`config.mk`:
```
export PLATFORM = sky130hd
export DESIGN_NAME = ccpc_top
export DESIGN_NICKNAME = d
export VERILOG_FILES = /design/src/ccpc_pkg.sv /design/src/ccpc_top.sv
export SDC_FILE = /design/constraint.sdc
export NUM_CORES = 1
export LEC_CHECK = 0
export BUFFER_PORTS_ARGS = -buffer_cell sky130_fd_sc_hd__clkbuf_2
export CAP_MARGIN = 40
export CORE_MARGIN = 3
export CORE_UTILIZATION = 26
export CTS_CLUSTER_SIZE = 25
export DETAILED_ROUTE_END_ITERATION = 16
export PLACE_DENSITY = 0.55
export SLEW_MARGIN = 5
export SYNTH_ARGS = -nofsm -noshare
export SYNTH_HDL_FRONTEND = slang
export SYNTH_SLANG_ARGS = --single-unit
```
`constraint.sdc`:
```
create_clock -name pclk -period 2.85 [get_ports pclk]
set_clock_uncertainty 0.1 [all_clocks]
set_input_delay 0.1425 -clock pclk [delete_from_list [all_inputs] [get_ports pclk]]
set_output_delay 0.1425 -clock pclk [all_outputs]
set_load 0.01 [all_outputs]
```
`src/ccpc_pkg.sv`:
```
// Package with register map, fields and timing for the clock/power control
package ccpc_pkg;
  // Register indices; each register is one word, so the byte address
  // is four times the index
  localparam logic [7:0] CCPC_IDX_DOUBLER = 8'h1e;
  localparam logic [7:0] CCPC_IDX_CPUCTL = 8'h1f;
  localparam logic [11:0] CCPC_ADDR_DOUBLER = {2'b00, CCPC_IDX_DOUBLER, 2'b00};
  localparam logic [11:0] CCPC_ADDR_CPUCTL = {2'b00, CCPC_IDX_CPUCTL, 2'b00};
  // Field positions
  localparam int CCPC_BIT_X2 = 7;
  localparam int CCPC_BIT_DIV1 = 7;
  localparam int CCPC_BIT_PM_HI = 6;
  localparam int CCPC_BIT_BGNT = 5;
  localparam int CCPC_BIT_LNPH = 4;
  localparam int CCPC_BIT_PM_LO = 3;
  localparam int CCPC_BIT_LNSER = 2;
  localparam int CCPC_BIT_LNCTL = 1;
  localparam int CCPC_BIT_LNAD = 0;
  // Reset values and read masks
  localparam logic [7:0] CCPC_CPUCTL_RST = 8'h00;
  localparam logic [6:0] CCPC_DOUBLER_RSVD = 7'h7f;
  localparam logic [31:0] CCPC_ZERO32 = 32'h0000_0000;
  // Recovery timing in clock cycles
  localparam int CCPC_QUICK_CYCLES = 64;
  localparam int CCPC_SLOW_CYCLES = 1024;
  // Power mode encodings {bit6, bit3}
  localparam logic [1:0] CCPC_PM_NONE = 2'b00;
  localparam logic [1:0] CCPC_PM_IDLE = 2'b01;
  localparam logic [1:0] CCPC_PM_STBY = 2'b10;
  localparam logic [1:0] CCPC_PM_QUICK = 2'b11;
  // Clock mode select driven to the clock generator
  typedef enum logic [1:0]
  {
    CCPC_CLK_DIV2 = 2'b00,
    CCPC_CLK_DIV1 = 2'b01,
    CCPC_CLK_X2 = 2'b10
  } ccpc_clk_mode_t;
  // Pad low-drive selects
  typedef struct packed
  {
    logic phase_clock_low_drive;
    logic serial_pin_low_drive;
    logic control_pin_low_drive;
    logic addr_data_low_drive;
  } ccpc_drive_t;
  // Power sequencer states, one-hot
  typedef enum logic [4:0]
  {
    CCPC_ST_RUN = 5'b00001,
    CCPC_ST_SLEEP = 5'b00010,
    CCPC_ST_IDLE = 5'b00100,
    CCPC_ST_STBY = 5'b01000,
    CCPC_ST_RECOV = 5'b10000
  } ccpc_state_t;
endpackage

```
`src/ccpc_top.sv`:
```
// Clock multiplier, clock divide and power mode control with APB registers
// How it works
// - Doubler bit set gives internal clock times two
// - Doubler clear means normal mode, off at reset
// - Doubler register low seven bits read one
// - Control bit7 zero halves clock, one passes
// - Reset clears divide select, divide by two
// - Mode 01 idle: oscillator on, clocks stopped
// - Low-power entry only after sleep with stop
// - Mode 10 standby: oscillator stopped entirely
// - Mode 11 standby, recovery after 64 cycles
// - Bus grant in standby after stabilization
// - Phase clock pad reduced drive select
// - Serial and DMA pin group reduced drive
// - Bus-control and status pins reduced drive
// - Address and data pins reduced drive
`timescale 1ns/1ps
`default_nettype none
module ccpc_top
  import ccpc_pkg::*;
#(
  parameter int SLOW_RECOVERY_CYCLES = CCPC_SLOW_CYCLES
)
(
  input wire logic pclk,
  input wire logic presetn,
  input wire logic clk_en,
  input wire logic psel,
  input wire logic penable,
  input wire logic pwrite,
  input wire logic [11:0] paddr,
  input wire logic [31:0] pwdata,
  output logic [31:0] prdata,
  output logic pready,
  output logic pslverr,
  input wire logic sleep_fetch,
  input wire logic io_stop,
  input wire logic wake_event,
  input wire logic bus_request_in,
  output logic bus_grant,
  output ccpc_clk_mode_t clk_mode,
  output logic osc_run,
  output logic core_clk_run,
  output logic clock_output_pin,
  output logic sleep_active,
  output ccpc_drive_t pad_drive
);
  // Cycle counts sized for the longest recovery
  localparam int CW = $clog2(SLOW_RECOVERY_CYCLES + CCPC_QUICK_CYCLES + 1);
  localparam logic [CW-1:0] QUICK_CNT = CW'(CCPC_QUICK_CYCLES);
  localparam logic [CW-1:0] SLOW_CNT = CW'(SLOW_RECOVERY_CYCLES);

  logic clock_doubler_enable; // Doubler control bit
  logic [7:0] cpu_clock_power_control; // Control register contents
  logic [1:0] bus_req_sync; // Pin synchroniser
  logic [1:0] wake_sync; // Pin synchroniser
  ccpc_state_t state; // Power sequencer state
  ccpc_state_t next_state; // Power sequencer next state
  logic [CW-1:0] recov_cnt; // Stabilisation countdown
  logic stable_done; // Stabilisation timer expired
  logic [1:0] power_mode; // {bit6, bit3}
  logic wr_en; // APB write strobe in access phase
  logic rd_en; // APB read strobe in access phase
  logic hit_dbl; // Address decodes doubler register
  logic hit_ctl; // Address decodes control register
  logic [31:0] next_prdata; // Read mux

  assign power_mode = {cpu_clock_power_control[CCPC_BIT_PM_HI],
                       cpu_clock_power_control[CCPC_BIT_PM_LO]};
  // A write lands on the edge where the master sees pready high
  assign wr_en = psel && penable && pwrite && pready;
  // Read data is loaded a cycle early so that it stands with pready
  assign rd_en = psel && penable && !pwrite && !pready;
  // Timer at zero means the clock is taken as stable
  assign stable_done = (recov_cnt == '0);

  // Address decode on the full byte address
  // Full compare, so no alias of either register answers
  always_comb
  begin
    hit_dbl = 1'b0;
    hit_ctl = 1'b0;
    if (paddr == CCPC_ADDR_DOUBLER)
    begin
      hit_dbl = 1'b1;
    end
    else if (paddr == CCPC_ADDR_CPUCTL)
    begin
      hit_ctl = 1'b1;
    end
  end

  // Read mux; unmapped reads return zero
  // Only the low byte carries data; upper bits read zero
  always_comb
  begin
    next_prdata = CCPC_ZERO32;
    if (hit_dbl)
    begin
      next_prdata[7:0] = {clock_doubler_enable, CCPC_DOUBLER_RSVD};
    end
    else if (hit_ctl)
    begin
      next_prdata[7:0] = cpu_clock_power_control;
    end
  end

  // APB handshake: one wait state, ready pulses one cycle
  // The !pready term stops a held request from answering twice
  always_ff @(posedge pclk or negedge presetn)
  begin
    if (!presetn)
    begin
      pready <= 1'b0;
      pslverr <= 1'b0;
      prdata <= CCPC_ZERO32;
    end
    else if (clk_en)
    begin
      pready <= psel && penable && !pready;
      // Unmapped addresses answer with an error
      pslverr <= psel && penable && !pready && !(hit_dbl || hit_ctl);
      if (rd_en)
      begin
        prdata <= next_prdata;
      end
    end
  end

  // Doubler control bit, disabled after power-up
  // Writes to the reserved bits are dropped
  always_ff @(posedge pclk or negedge presetn)
  begin
    if (!presetn)
    begin
      clock_doubler_enable <= 1'b0;
    end
    else if (clk_en && wr_en && hit_dbl)
    begin
      clock_doubler_enable <= pwdata[CCPC_BIT_X2];
    end
  end

  // Control register, all fields cleared at reset
  // Every bit is read/write; the fields act from the next cycle
  always_ff @(posedge pclk or negedge presetn)
  begin
    if (!presetn)
    begin
      cpu_clock_power_control <= CCPC_CPUCTL_RST;
    end
    else if (clk_en && wr_en && hit_ctl)
    begin
      cpu_clock_power_control <= pwdata[7:0];
    end
  end

  // Two-flop synchronisers for external pins
  // Only the second stage is read, the first may be metastable
  always_ff @(posedge pclk or negedge presetn)
  begin
    if (!presetn)
    begin
      bus_req_sync <= 2'b00;
      wake_sync <= 2'b00;
    end
    else if (clk_en)
    begin
      bus_req_sync <= {bus_req_sync[0], bus_request_in};
      wake_sync <= {wake_sync[0], wake_event};
    end
  end

  // Power sequencer next state
  // Exit from each low-power state waits for the synced wake pin
  always_comb
  begin
    next_state = state;
    case (state)
      CCPC_ST_RUN:
      begin
        // Entry only on the second sleep opcode with stop set
        if (sleep_fetch && io_stop)
        begin
          if (power_mode == CCPC_PM_IDLE)
          begin
            next_state = CCPC_ST_IDLE;
          end
          else if (power_mode == CCPC_PM_NONE)
          begin
            next_state = CCPC_ST_SLEEP;
          end
          else
          begin
            next_state = CCPC_ST_STBY;
          end
        end
      end
      CCPC_ST_SLEEP:
      begin
        // Plain sleep keeps clocks, only the flag is shown
        if (wake_sync[1])
        begin
          next_state = CCPC_ST_RUN;
        end
      end
      CCPC_ST_IDLE:
      begin
        // Oscillator never stopped, so no recovery wait
        if (wake_sync[1])
        begin
          next_state = CCPC_ST_RUN;
        end
      end
      CCPC_ST_STBY:
      begin
        // Oscillator restarts first, core waits in recovery
        if (wake_sync[1])
        begin
          next_state = CCPC_ST_RECOV;
        end
      end
      CCPC_ST_RECOV:
      begin
        // Core clock returns only once the timer has run out
        if (stable_done)
        begin
          next_state = CCPC_ST_RUN;
        end
      end
      default:
      begin
        // Unreachable code from an upset falls back to run
        next_state = CCPC_ST_RUN;
      end
    endcase
  end

  // Sequencer state register
  // Frozen with everything else while clk_en is low
  always_ff @(posedge pclk or negedge presetn)
  begin
    if (!presetn)
    begin
      state <= CCPC_ST_RUN;
    end
    else if (clk_en)
    begin
      state <= next_state;
    end
  end

  // Stabilisation timer: loaded on standby entry, counts while stopped
  // Counting during standby too lets a bus request see an expired timer
  always_ff @(posedge pclk or negedge presetn)
  begin
    if (!presetn)
    begin
      recov_cnt <= '0;
    end
    else if (clk_en)
    begin
      // Standby entry: grant timer starts from the slow count
      if (state == CCPC_ST_RUN && next_state == CCPC_ST_STBY)
      begin
        recov_cnt <= SLOW_CNT;
      end
      else if (state == CCPC_ST_STBY && next_state == CCPC_ST_RECOV)
      begin
        if (power_mode == CCPC_PM_QUICK)
        begin
          recov_cnt <= QUICK_CNT - CW'(1);
        end
        else
        begin
          recov_cnt <= SLOW_CNT - CW'(1);
        end
      end
      // Otherwise count down to zero and hold there
      else if (!stable_done)
      begin
        recov_cnt <= recov_cnt - CW'(1);
      end
    end
  end

  // Clock, pad and grant outputs, all registered
  always_ff @(posedge pclk or negedge presetn)
  begin
    if (!presetn)
    begin
      clk_mode <= CCPC_CLK_DIV2;
      osc_run <= 1'b1;
      core_clk_run <= 1'b1;
      clock_output_pin <= 1'b1;
      sleep_active <= 1'b0;
      bus_grant <= 1'b0;
      pad_drive <= '0;
    end
    else if (clk_en)
    begin
      // Doubler takes priority over the divide select
      if (clock_doubler_enable)
      begin
        clk_mode <= CCPC_CLK_X2;
      end
      else if (cpu_clock_power_control[CCPC_BIT_DIV1])
      begin
        clk_mode <= CCPC_CLK_DIV1;
      end
      else
      begin
        clk_mode <= CCPC_CLK_DIV2;
      end
      // Outputs follow next_state so they change on the entry edge
      osc_run <= !(next_state == CCPC_ST_STBY);
      core_clk_run <= (next_state == CCPC_ST_RUN) ||
                      (next_state == CCPC_ST_SLEEP);
      clock_output_pin <= (next_state == CCPC_ST_RUN) ||
                          (next_state == CCPC_ST_SLEEP);
      sleep_active <= (next_state == CCPC_ST_SLEEP);
      // No grant while the core itself runs
      if (state == CCPC_ST_RUN)
      begin
        bus_grant <= 1'b0;
      end
      else
      begin
        // Grant drops on the exit edge, the same edge on which the oscillator restarts
        bus_grant <= cpu_clock_power_control[CCPC_BIT_BGNT] &&
                     state == CCPC_ST_STBY &&
                     next_state == CCPC_ST_STBY && stable_done &&
                     bus_req_sync[1];
      end
      // Pad low-drive selects mirror the control register bits
      pad_drive.phase_clock_low_drive <=
        cpu_clock_power_control[CCPC_BIT_LNPH];
      pad_drive.serial_pin_low_drive <=
        cpu_clock_power_control[CCPC_BIT_LNSER];
      pad_drive.control_pin_low_drive <=
        cpu_clock_power_control[CCPC_BIT_LNCTL];
      pad_drive.addr_data_low_drive <=
        cpu_clock_power_control[CCPC_BIT_LNAD];
    end
  end
endmodule
`default_nettype wire

```
Word level (Yosys, flattened, before mapping):

Cells that the tools add are included.

* output and inout port bits: 45
* logic and storage cells: 80
* bits of input ports: 54
* bits in registers: 49

* multiplexer cells: 19
* reductions and logical operators: 28
* eq/ne operators: 14
* add/sub/neg operators: 1

Operators by type and width (count)
* two-way mux 11 bit: 3
* equality test 12 x 7 -> 1 bit, second input constant: 2
* two-way mux 5 bit: 4
* case mux 5 bit (4 select lines): 1
* logical AND 1 bit: 17
* two-way mux 8 bit: 2
* logical NOT 11 bit: 1
* subtractor 11 x 1 -> 11 bit, second input constant: 1
* equality test 5 x 1 -> 1 bit, second input constant: 2
* equality test 5 x 2 -> 1 bit, second input constant: 2
* equality test 5 x 4 -> 1 bit, second input constant: 2
* equality test 5 bit, second input constant: 2
* two-way mux 10 bit: 1
* two-way mux 4 bit: 2
* equality test 5 x 3 -> 1 bit, second input constant: 1
* two-way mux 1 bit: 5
* logical NOT 1 bit: 4
* AND reduction 2 bit: 2
* != test 3 x 1 -> 1 bit, second input constant: 1
* equality test 2 x 1 -> 1 bit, second input constant: 1
* equality test 2 bit, second input constant: 1
* logical NOT 2 bit: 1
* logical OR 1 bit: 2
* two-way mux 2 bit: 1
* OR reduction 2 bit: 1

Logic depth before layout (Yosys ltp):

Gate-level depths: netlist of the first run.

* depth in word-level cells: 10
* gate-level depth with buffers: 8
* mapped depth without buffers: 7

Worst setup path before layout of the first run:

OpenSTA, ideal clock, no wires.

* kind: reg-to-reg
* start: register recov_cnt[0]
* end: register recov_cnt[8]
* stages on the path, launching flop included: 8
* setup slack: 837 ps
* required time: 2687 ps
* arrival time: 1850 ps
* path buffers: 0
* library setup time: 63 ps
* clock period less this slack: 2013 ps
* cells stage by stage: dfrtp_1 -> inv_1 -> ha_1 -> or4b_2 -> nor2_1 -> nand2_1 -> a211oi_1 -> o32a_2

* cells in the longest elaborated chain, start to end: 7
* elaborated cells on any way between the ends: 13
* classes of those cells: add/sub: 1; eq/ne: 3; mux: 5; reduce/logical: 4

Ends and longest elaborated chain
* start: declaration: RTL line ccpc_top.sv:59 `logic [CW-1:0] recov_cnt;`
* start signal: assignment: RTL line ccpc_top.sv:272 `recov_cnt <= QUICK_CNT - CW'(1);`
* start signal: assignment: RTL line ccpc_top.sv:276 `recov_cnt <= SLOW_CNT - CW'(1);`
* start signal: assignment: RTL line ccpc_top.sv:282 `recov_cnt <= recov_cnt - CW'(1);`
* logical NOT 11 bit: RTL line ccpc_top.sv:75 `assign stable_done = (recov_cnt == '0);`
* two-way mux 5 bit: RTL line ccpc_top.sv:226 `if (stable_done)`
* case mux 5 bit (4 select lines): RTL line ccpc_top.sv:179 `case (state)`
* equality test 5 x 4 -> 1 bit or equality test 5 bit (tied branches): RTL line ccpc_top.sv:264, ccpc_top.sv:268
* logical AND 1 bit (on tied branches): RTL line ccpc_top.sv:264, ccpc_top.sv:268
* != test 3 x 1 -> 1 bit (no line) or two-way mux 11 bit (tied branches)
* AND reduction 2 bit (no line) or two-way mux 11 bit (tied branches)

Several ways; a longest one is shown, not always the timed one. The select of a mux whose other input is x is not followed.
A chain may end at the register's enable or synchronous reset.

Worst setup path after layout of the first run:

Ends and elaborated chain as after synthesis.

==> out/metrics.yaml, run 1 <==
sta:
  maxSlewViolCount: 0
  worst_slack_ns: 0.471
  max_freq_ghz: 0.420
  fin_tns_setup_ns: 0
  worstMarginPinSlew_ns: 0.690
  hold_viol_final: 0
  relSlewSlack_pct: 53.8
  setup_viol: 0
  final.period_utilization_pct: 83.5
  fin_crit_ns: 2.38
  rsz0062_at_grt: "false"
synthesis:
  synthFlopType: "dfrtp_1"
  synthCells: 265
  syn-cell-area_mm2: 0.00266
  synth-edff-count: 0
  synth_compound_area_share_pct: 16.7
  synth-adder-area-share_pct: 0.470
  synth_seq_cells: 49
  yosysUniqueCellTypes: 57
  synth-xor-area-share_pct: 0.658
  yosys.area.top_type_share_pct: 43.2
  ys_seq_area_share_pct: 46.2
  synth_simple_gate_area_share_pct: 16.6
  synth.area.mux_share_pct: 8.41
  synth-async-reset-ratio_pct: 100
  post-synth-top-area-cell: "dfrtp_1"
  syn-mean-instance-area_um2: 10.0
  ys_warn_count: 0
  synth_top_family_by_area: "compound AO/OA/AOI/OAI gates"
  synthTopCellsByArea: "dfrtp_1 43%, mux2_2 8.0%, buf_4 7.0%, o21ai_0 4.9%, nand2_1 3.1%"
final_layout:
  drive_gt1_share_pct: 28.7
  nets: 375
  fill_cells: 1038
  area_growth_pct: 18.7
  insertedDiodeCount: 0
  final_common_cell: "clkbuf_2"
  final_cell_mix: "50 x clkbuf_2, 46 x dfrtp_1, 26 x o21ai_0"
  fin_util_pct: 32.0
floorplan:
  core-area_mm2: 0.00986
  die_x_um: 107
  std_cell_rows: 36
  die_area_mm2: 0.0115
  start_util_pct: 27.0
  ios: 99
  die_y_um: 107
place:
  portBuffers: 50
  place.gp.congestion: 0.795
  place_ws_ns: 0.576
  post-dp-hpwl_um: 4340
grt:
  grt_pass1_wl_um: 10200
  antenna_found_initial: 0
  grt_pass1_vias: 2121
  grt_max_degree: 50
  grt.total_usage_pct: 10.9
  grt_overflow: 0
clock_tree:
  cts_tree: "built"
  cts_made_buffers: 5
  clockBufferDepth: 2
  path_clk_slew_ns: 0.09
  ctsHtreeMaxLevel: 2
  worstSkewPairLatency_ns: 0.31
  post_cts_buffers: 0
  cts_sinks: 49
  cts_resized: 0
  clock-root-buffer: "clkbuf_8"
hold_path:
  hold_start: "clk_en"
  hold_class: "input port to flop"
detailed_routing:
  drc: 0
  postRouteAntennaNets: 0
  viasPerCell: 4.79
  drt_first_pass_iters: 4
  wl_per_cell_um: 13.4
  wirelength_um: 6110
  vias: 2175
  initialDrtViolationCount: 94
worst_setup_path:
  crit_path_max_fanout: 7
  cp.arrival_ns: 2.53
  worstSetupStartpoint: "recov_cnt[0]"
  critPathKind: "flop to flop"
  timing.rr.start: "recov_cnt[0]"
  cp.required_ns: 3.00
  worstSetupStartpointType: "flop"
  crit_path_end_kind: "flop"
pwr:
  peakVddDrop_mv: 0.200
  switching_power_mw: 0.519
  p_sw_share_pct: 29.7
  power_frac_seq_pct: 52.2
  leakagePower_nw: 1.44
  power_frac_clock_pct: 30.0
  power.density_mw_per_mm2: 552
  internal_power_mw: 1.23
  comb_power_share_pct: 17.9
job:
  maxCapViolCount: 0
outcome:
  status: "complete, no violations"
==> flip-flops by register name, indices dropped and copies added (netlist names) <==
name / cells
osc_run: 1
clk_mode: 2
cpu_clock_power_control: 8
pslverr: 1
pad_drive: 4
recov_cnt: 11
sleep_active: 1
bus_grant: 1
state: 5
pready: 1
clock_doubler_enable: 1
wake_sync: 2
clock_output_pin: 1
prdata: 8
bus_req_sync: 2
==> layout make-up <==
cell class                 count  area [um2]  share of cell area, %
multi-input combinational    191        1230                   39.0
timing repair buffer          64         383                   12.1
sequential                    49        1230                   38.9
tap                          133         166                   5.27
clock buffer                   7        86.3                   2.73
clock inverter                 1        30.0                  0.950
inverter                       9        33.8                   1.07
==> power groups by stage <==
stage	clock, mW	combinational (mW)	sequential [mW]
floorplan	0	0.253	0.885
finish	0.523	0.312	0.910
global route	0.564	0.359	0.925
detailed placement	0	0.301	0.917
CTS	0.534	0.316	0.904
global placement	0	0.296	0.914
==> timing repair <==
item,CTS,global route
hold buffers,11,0
hold endpoints to repair,57,0
endpoints found under the setup margin,0,0
==> Yosys cell counts, drive strengths merged (4+ instances only) <==
library cell,instances
o21a,6
nand3,4
dfrtp,46
buf,31
nor2,10
nand2,22
nor3,6
inv,9
mux2,19
o21ai,27
nor4,4
a31oi,6
a21oi,13
clkbuf,8
==> layer usage <==
| metal | vias up | global-route usage, % | routed length, um |
|---|---|---|---|
| met3 | 8 | 2.47 | 388 |
| li1 | 1015 | - | - |
| met4 | 0 | 3.01 | 72 |
| met2 | 79 | 18.7 | 2870 |
| met5 | - | 0 | 0 |
| met1 | 1073 | 13.8 | 2770 |
==> per-stage QoR <==
step / std cells / power (mW) / hold WS (ns) / cell area [um2]
3_3_place_gp: 435 / 1.21 / 0.200 / 2930
2_1_floorplan: 288 / 1.14 / -0.253 / 2750
3_5_place_dp: 435 / 1.22 / 0.207 / 2930
4_1_cts: 454 / 1.75 / 0.0153 / 3160
5_1_grt: 454 / 1.85 / 0.0299 / 3160
6_report: 454 / 1.74 / 0.0164 / 3160
==> path summary, 6_finish.rpt <==
kind                           endpoint  slack (ns)  cells after the start
setup reg to reg           recov_cnt[8]        0.47                      7
max in group asynchronous  recov_cnt[5]        1.84                      3
hold / removal                   pready        0.02                      2
min in group asynchronous   clk_mode[1]        0.38                      3
hold reg to reg                 osc_run        0.38                      2
setup / recovery           recov_cnt[8]        0.47                      7
==> cells by family (layout without fill, tap and decap cells) <==
| group | after synthesis | in the layout |
|---|---|---|
| buffers and inverters | 48 | 81 |
| muxes | 20 | 20 |
| AOI/OAI and AO/OA | 71 | 71 |
| DFF | 49 | 49 |
| other | 1 | 24 |
| and+or+nand+nor | 73 | 73 |
| xor gates and xnor gates | 2 | 2 |
| adders and majority gates | 1 | 1 |
==> critical path, cell delays in order, from the launching register on <==
cell	delay, ns
dfrtp_1	0.44
inv_1	0.10
ha_1	0.25
nor4b_1	0.37
and4_1	0.43
nand2_1	0.15
o21ai_1	0.28
o32a_2	0.21
(Power assumes the default switching activity.)
==> run 2, diff against run 1 <==
- clock period: 2.85 -> 2.4 ns (I/O delays scaled with it)
==> run 2 against run 1 <==
Routed wire length increased by 0.11%. Largest cell class unchanged. Cell count increased by 0.88%. Critical path type unchanged. Register-to-register slack got worse by 0.25 ns. Global-route usage increased by 0.057 points. Sequential share of layout area decreased by 0.20 points. Largest power group unchanged. Utilization increased by 0.16 points. Via count decreased by 1.1%. Design area increased by 0.51%.
==> out/metrics.yaml, run 2 (synthesis results as in run 1) <==
floorplan:
  die_area_mm2: 0.0115  # unchanged
  die_x_um: 107  # unchanged
  ios: 99  # unchanged
  start_util_pct: 27.0  # unchanged
  core-area_mm2: 0.00986  # unchanged
  die_y_um: 107  # unchanged
  std_cell_rows: 36  # unchanged
final_layout:
  final_common_cell: "clkbuf_2"
  insertedDiodeCount: 0  # unchanged
  finish.instance_area_mm2: 0.00318  # +0.51%
  fill_cells: 1028  # -0.96%
  area_growth_pct: 19.3
  final_cell_mix: "50 x clkbuf_2, 46 x dfrtp_1, 26 x o21ai_0"
  largest_registers: "recov_cnt: 11 flops, cpu_clock_power_control: 8 flops, prdata: 8 flops"
  drive_gt1_share_pct: 29.8  # +1.2 points
  nets: 380  # +1.3%
  largest_reg_flops: 11  # unchanged
  regMostFlops: "recov_cnt"
grt:
  grt_pass1_wl_um: 10200  # +0.34%
  antenna_found_initial: 0  # unchanged
  grt_max_degree: 38  # -24%
  grt.total_usage_pct: 11.0  # +0.057 points
  grt_overflow: 0  # unchanged
  grt_pass1_vias: 2069  # -2.5%
sta:
  fin_tns_setup_ns: 0  # unchanged
  rsz0062_at_grt: "false"
  hold-worst-slack_ns: 0.0466  # +0.0302 ns
  fin_crit_ns: 2.18  # -0.195 ns
  relSlewSlack_pct: 49.1  # -4.7 points
  max_freq_ghz: 0.458  # +8.9%
  final.period_utilization_pct: 91.0  # +7.5 points
  maxSlewViolCount: 0  # unchanged
  hold_viol_final: 0  # unchanged
  worstMarginPinSlew_ns: 0.763  # +0.0728 ns
  setup_viol: 0  # unchanged
outcome:
  status: "complete, no violations"
detailed_routing:
  vias: 2151  # -1.1%
  drt_first_pass_iters: 4  # unchanged
  wirelength_um: 6110  # +0.11%
  drc: 0  # unchanged
  wl_per_cell_um: 13.3  # -0.76%
  initialDrtViolationCount: 86  # -8.5%
  viasPerCell: 4.70  # -2.0%
  postRouteAntennaNets: 0  # unchanged
place:
  portBuffers: 50  # unchanged
  post-dp-hpwl_um: 4500  # +3.7%
  place.gp.congestion: 0.802  # +0.80%
  place_area_mm2: 0.00296  # +1.0%
worst_setup_path:
  path_buf_inv: 1  # unchanged
  cp_top_family: "simple AND/OR/NAND/NOR gates"
  worstSetupStartpointType: "flop"
  cp.required_ns: 2.54  # -0.46 ns
  cp.arrival_ns: 2.33  # -0.20 ns
  r2r.worst_path.cells: 7  # unchanged
  path_cells: "inv_1 > ha_1 > or4b_2 > nor2_1 > nand2_1 > a211oi_1 > o32a_2"
  crit_path_end_kind: "flop"
  crit_path_max_fanout: 5  # -2
  crit_slowest_cell: "or4b_2"
  cp.depth: 7  # unchanged
  crit_path_max_incr_delay_ns: 0.63  # +0.19 ns
  critPathKind: "flop to flop"
clock_tree:
  cts_tree: "built"
  worstSkewPairLatency_ns: 0.30  # about the same
  clock-root-buffer: "clkbuf_8"
  ctsHtreeMaxLevel: 2  # unchanged
  clockBufferDepth: 2  # unchanged
  cts_made_buffers: 5  # unchanged
  path_clk_slew_ns: 0.09  # about the same
  cts_sinks: 49  # unchanged
  post_cts_buffers: 0  # unchanged
pwr:
  power.density_mw_per_mm2: 621  # +12%
  peakVddDrop_mv: 0.208  # +3.7%
  leakagePower_nw: 1.45  # +0.69%
  p_total_mw: 1.97  # +13%
job:
  maxCapViolCount: 0  # unchanged
hold_path:
  min_path_cells: 4  # +2
  hold_class: "input port to flop"
run 2: cell count changes in the layout (fill, tap and decap cells not counted), sizes merged:
cell         before  now
buf               3    7
bufinv            1    0
clkbuf           57   56
clkinvlp          0    1
dlygate4sd3      11   12
run 2: path summary, 6_finish.rpt:
kind	startpoint	endpoint	slack, ns
worst min register to register	osc_run	osc_run	0.38
min in group asynchronous	presetn	recov_cnt[5]	0.32
worst max register to register	recov_cnt[0]	recov_cnt[8]	0.22
worst min-delay path	paddr[0]	prdata[7]	0.05
worst max-delay path	recov_cnt[0]	recov_cnt[8]	0.22
max in group asynchronous	presetn	pad_drive[1]	1.24
run 2: timing repair:
item | in CTS | in global routing
endpoints found under the setup margin | 0 | 3
resized for setup | 0 | 2
hold buffers | 12 | 0
hold endpoints to repair | 37 | 0
run 2: where the power goes:
part / switching, mW / internal (mW) / total [mW]
Sequential: 0.148 / 0.937 / 1.09
Clock: 0.276 / 0.228 / 0.505
Combinational: 0.194 / 0.189 / 0.383
Total: 0.618 / 1.35 / 1.97
run 2: cell type report:
type,instances,area (um2),area share [%]
Multi-Input combinational cell,191,1230,38.8
Clock inverter,1,7.51,0.236
Sequential cell,49,1230,38.7
Timing Repair Buffer,69,423,13.3
Clock buffer,6,82.6,2.60
Tap cell,133,166,5.24
Inverter,9,33.8,1.06
run 2: worst min-delay path: cells and delay by family:
family,cells,cell delay [ns]
AOI/OAI and AO/OA,1,0.08
and+or+nand+nor,2,0.13
buffers and inverters,1,0.07
run 2: routing by layer:
layer	up-vias	GRT usage [%]	routed length, um
met1	1044	13.4	2700
met3	5	2.65	398
met2	74	19.2	2950
met4	0	3.01	62
met5	-	0	0
li1	1028	-	-
run 2: through the flow:
stage	utilization, %	instances	setup WS, ns
finish	32.2	458	0.216
global route	32.2	458	0.0609
CTS	32.2	458	0.139
detailed placement	30.0	439	0.154
global placement	30.0	439	0.256
floorplan	-	288	0.387
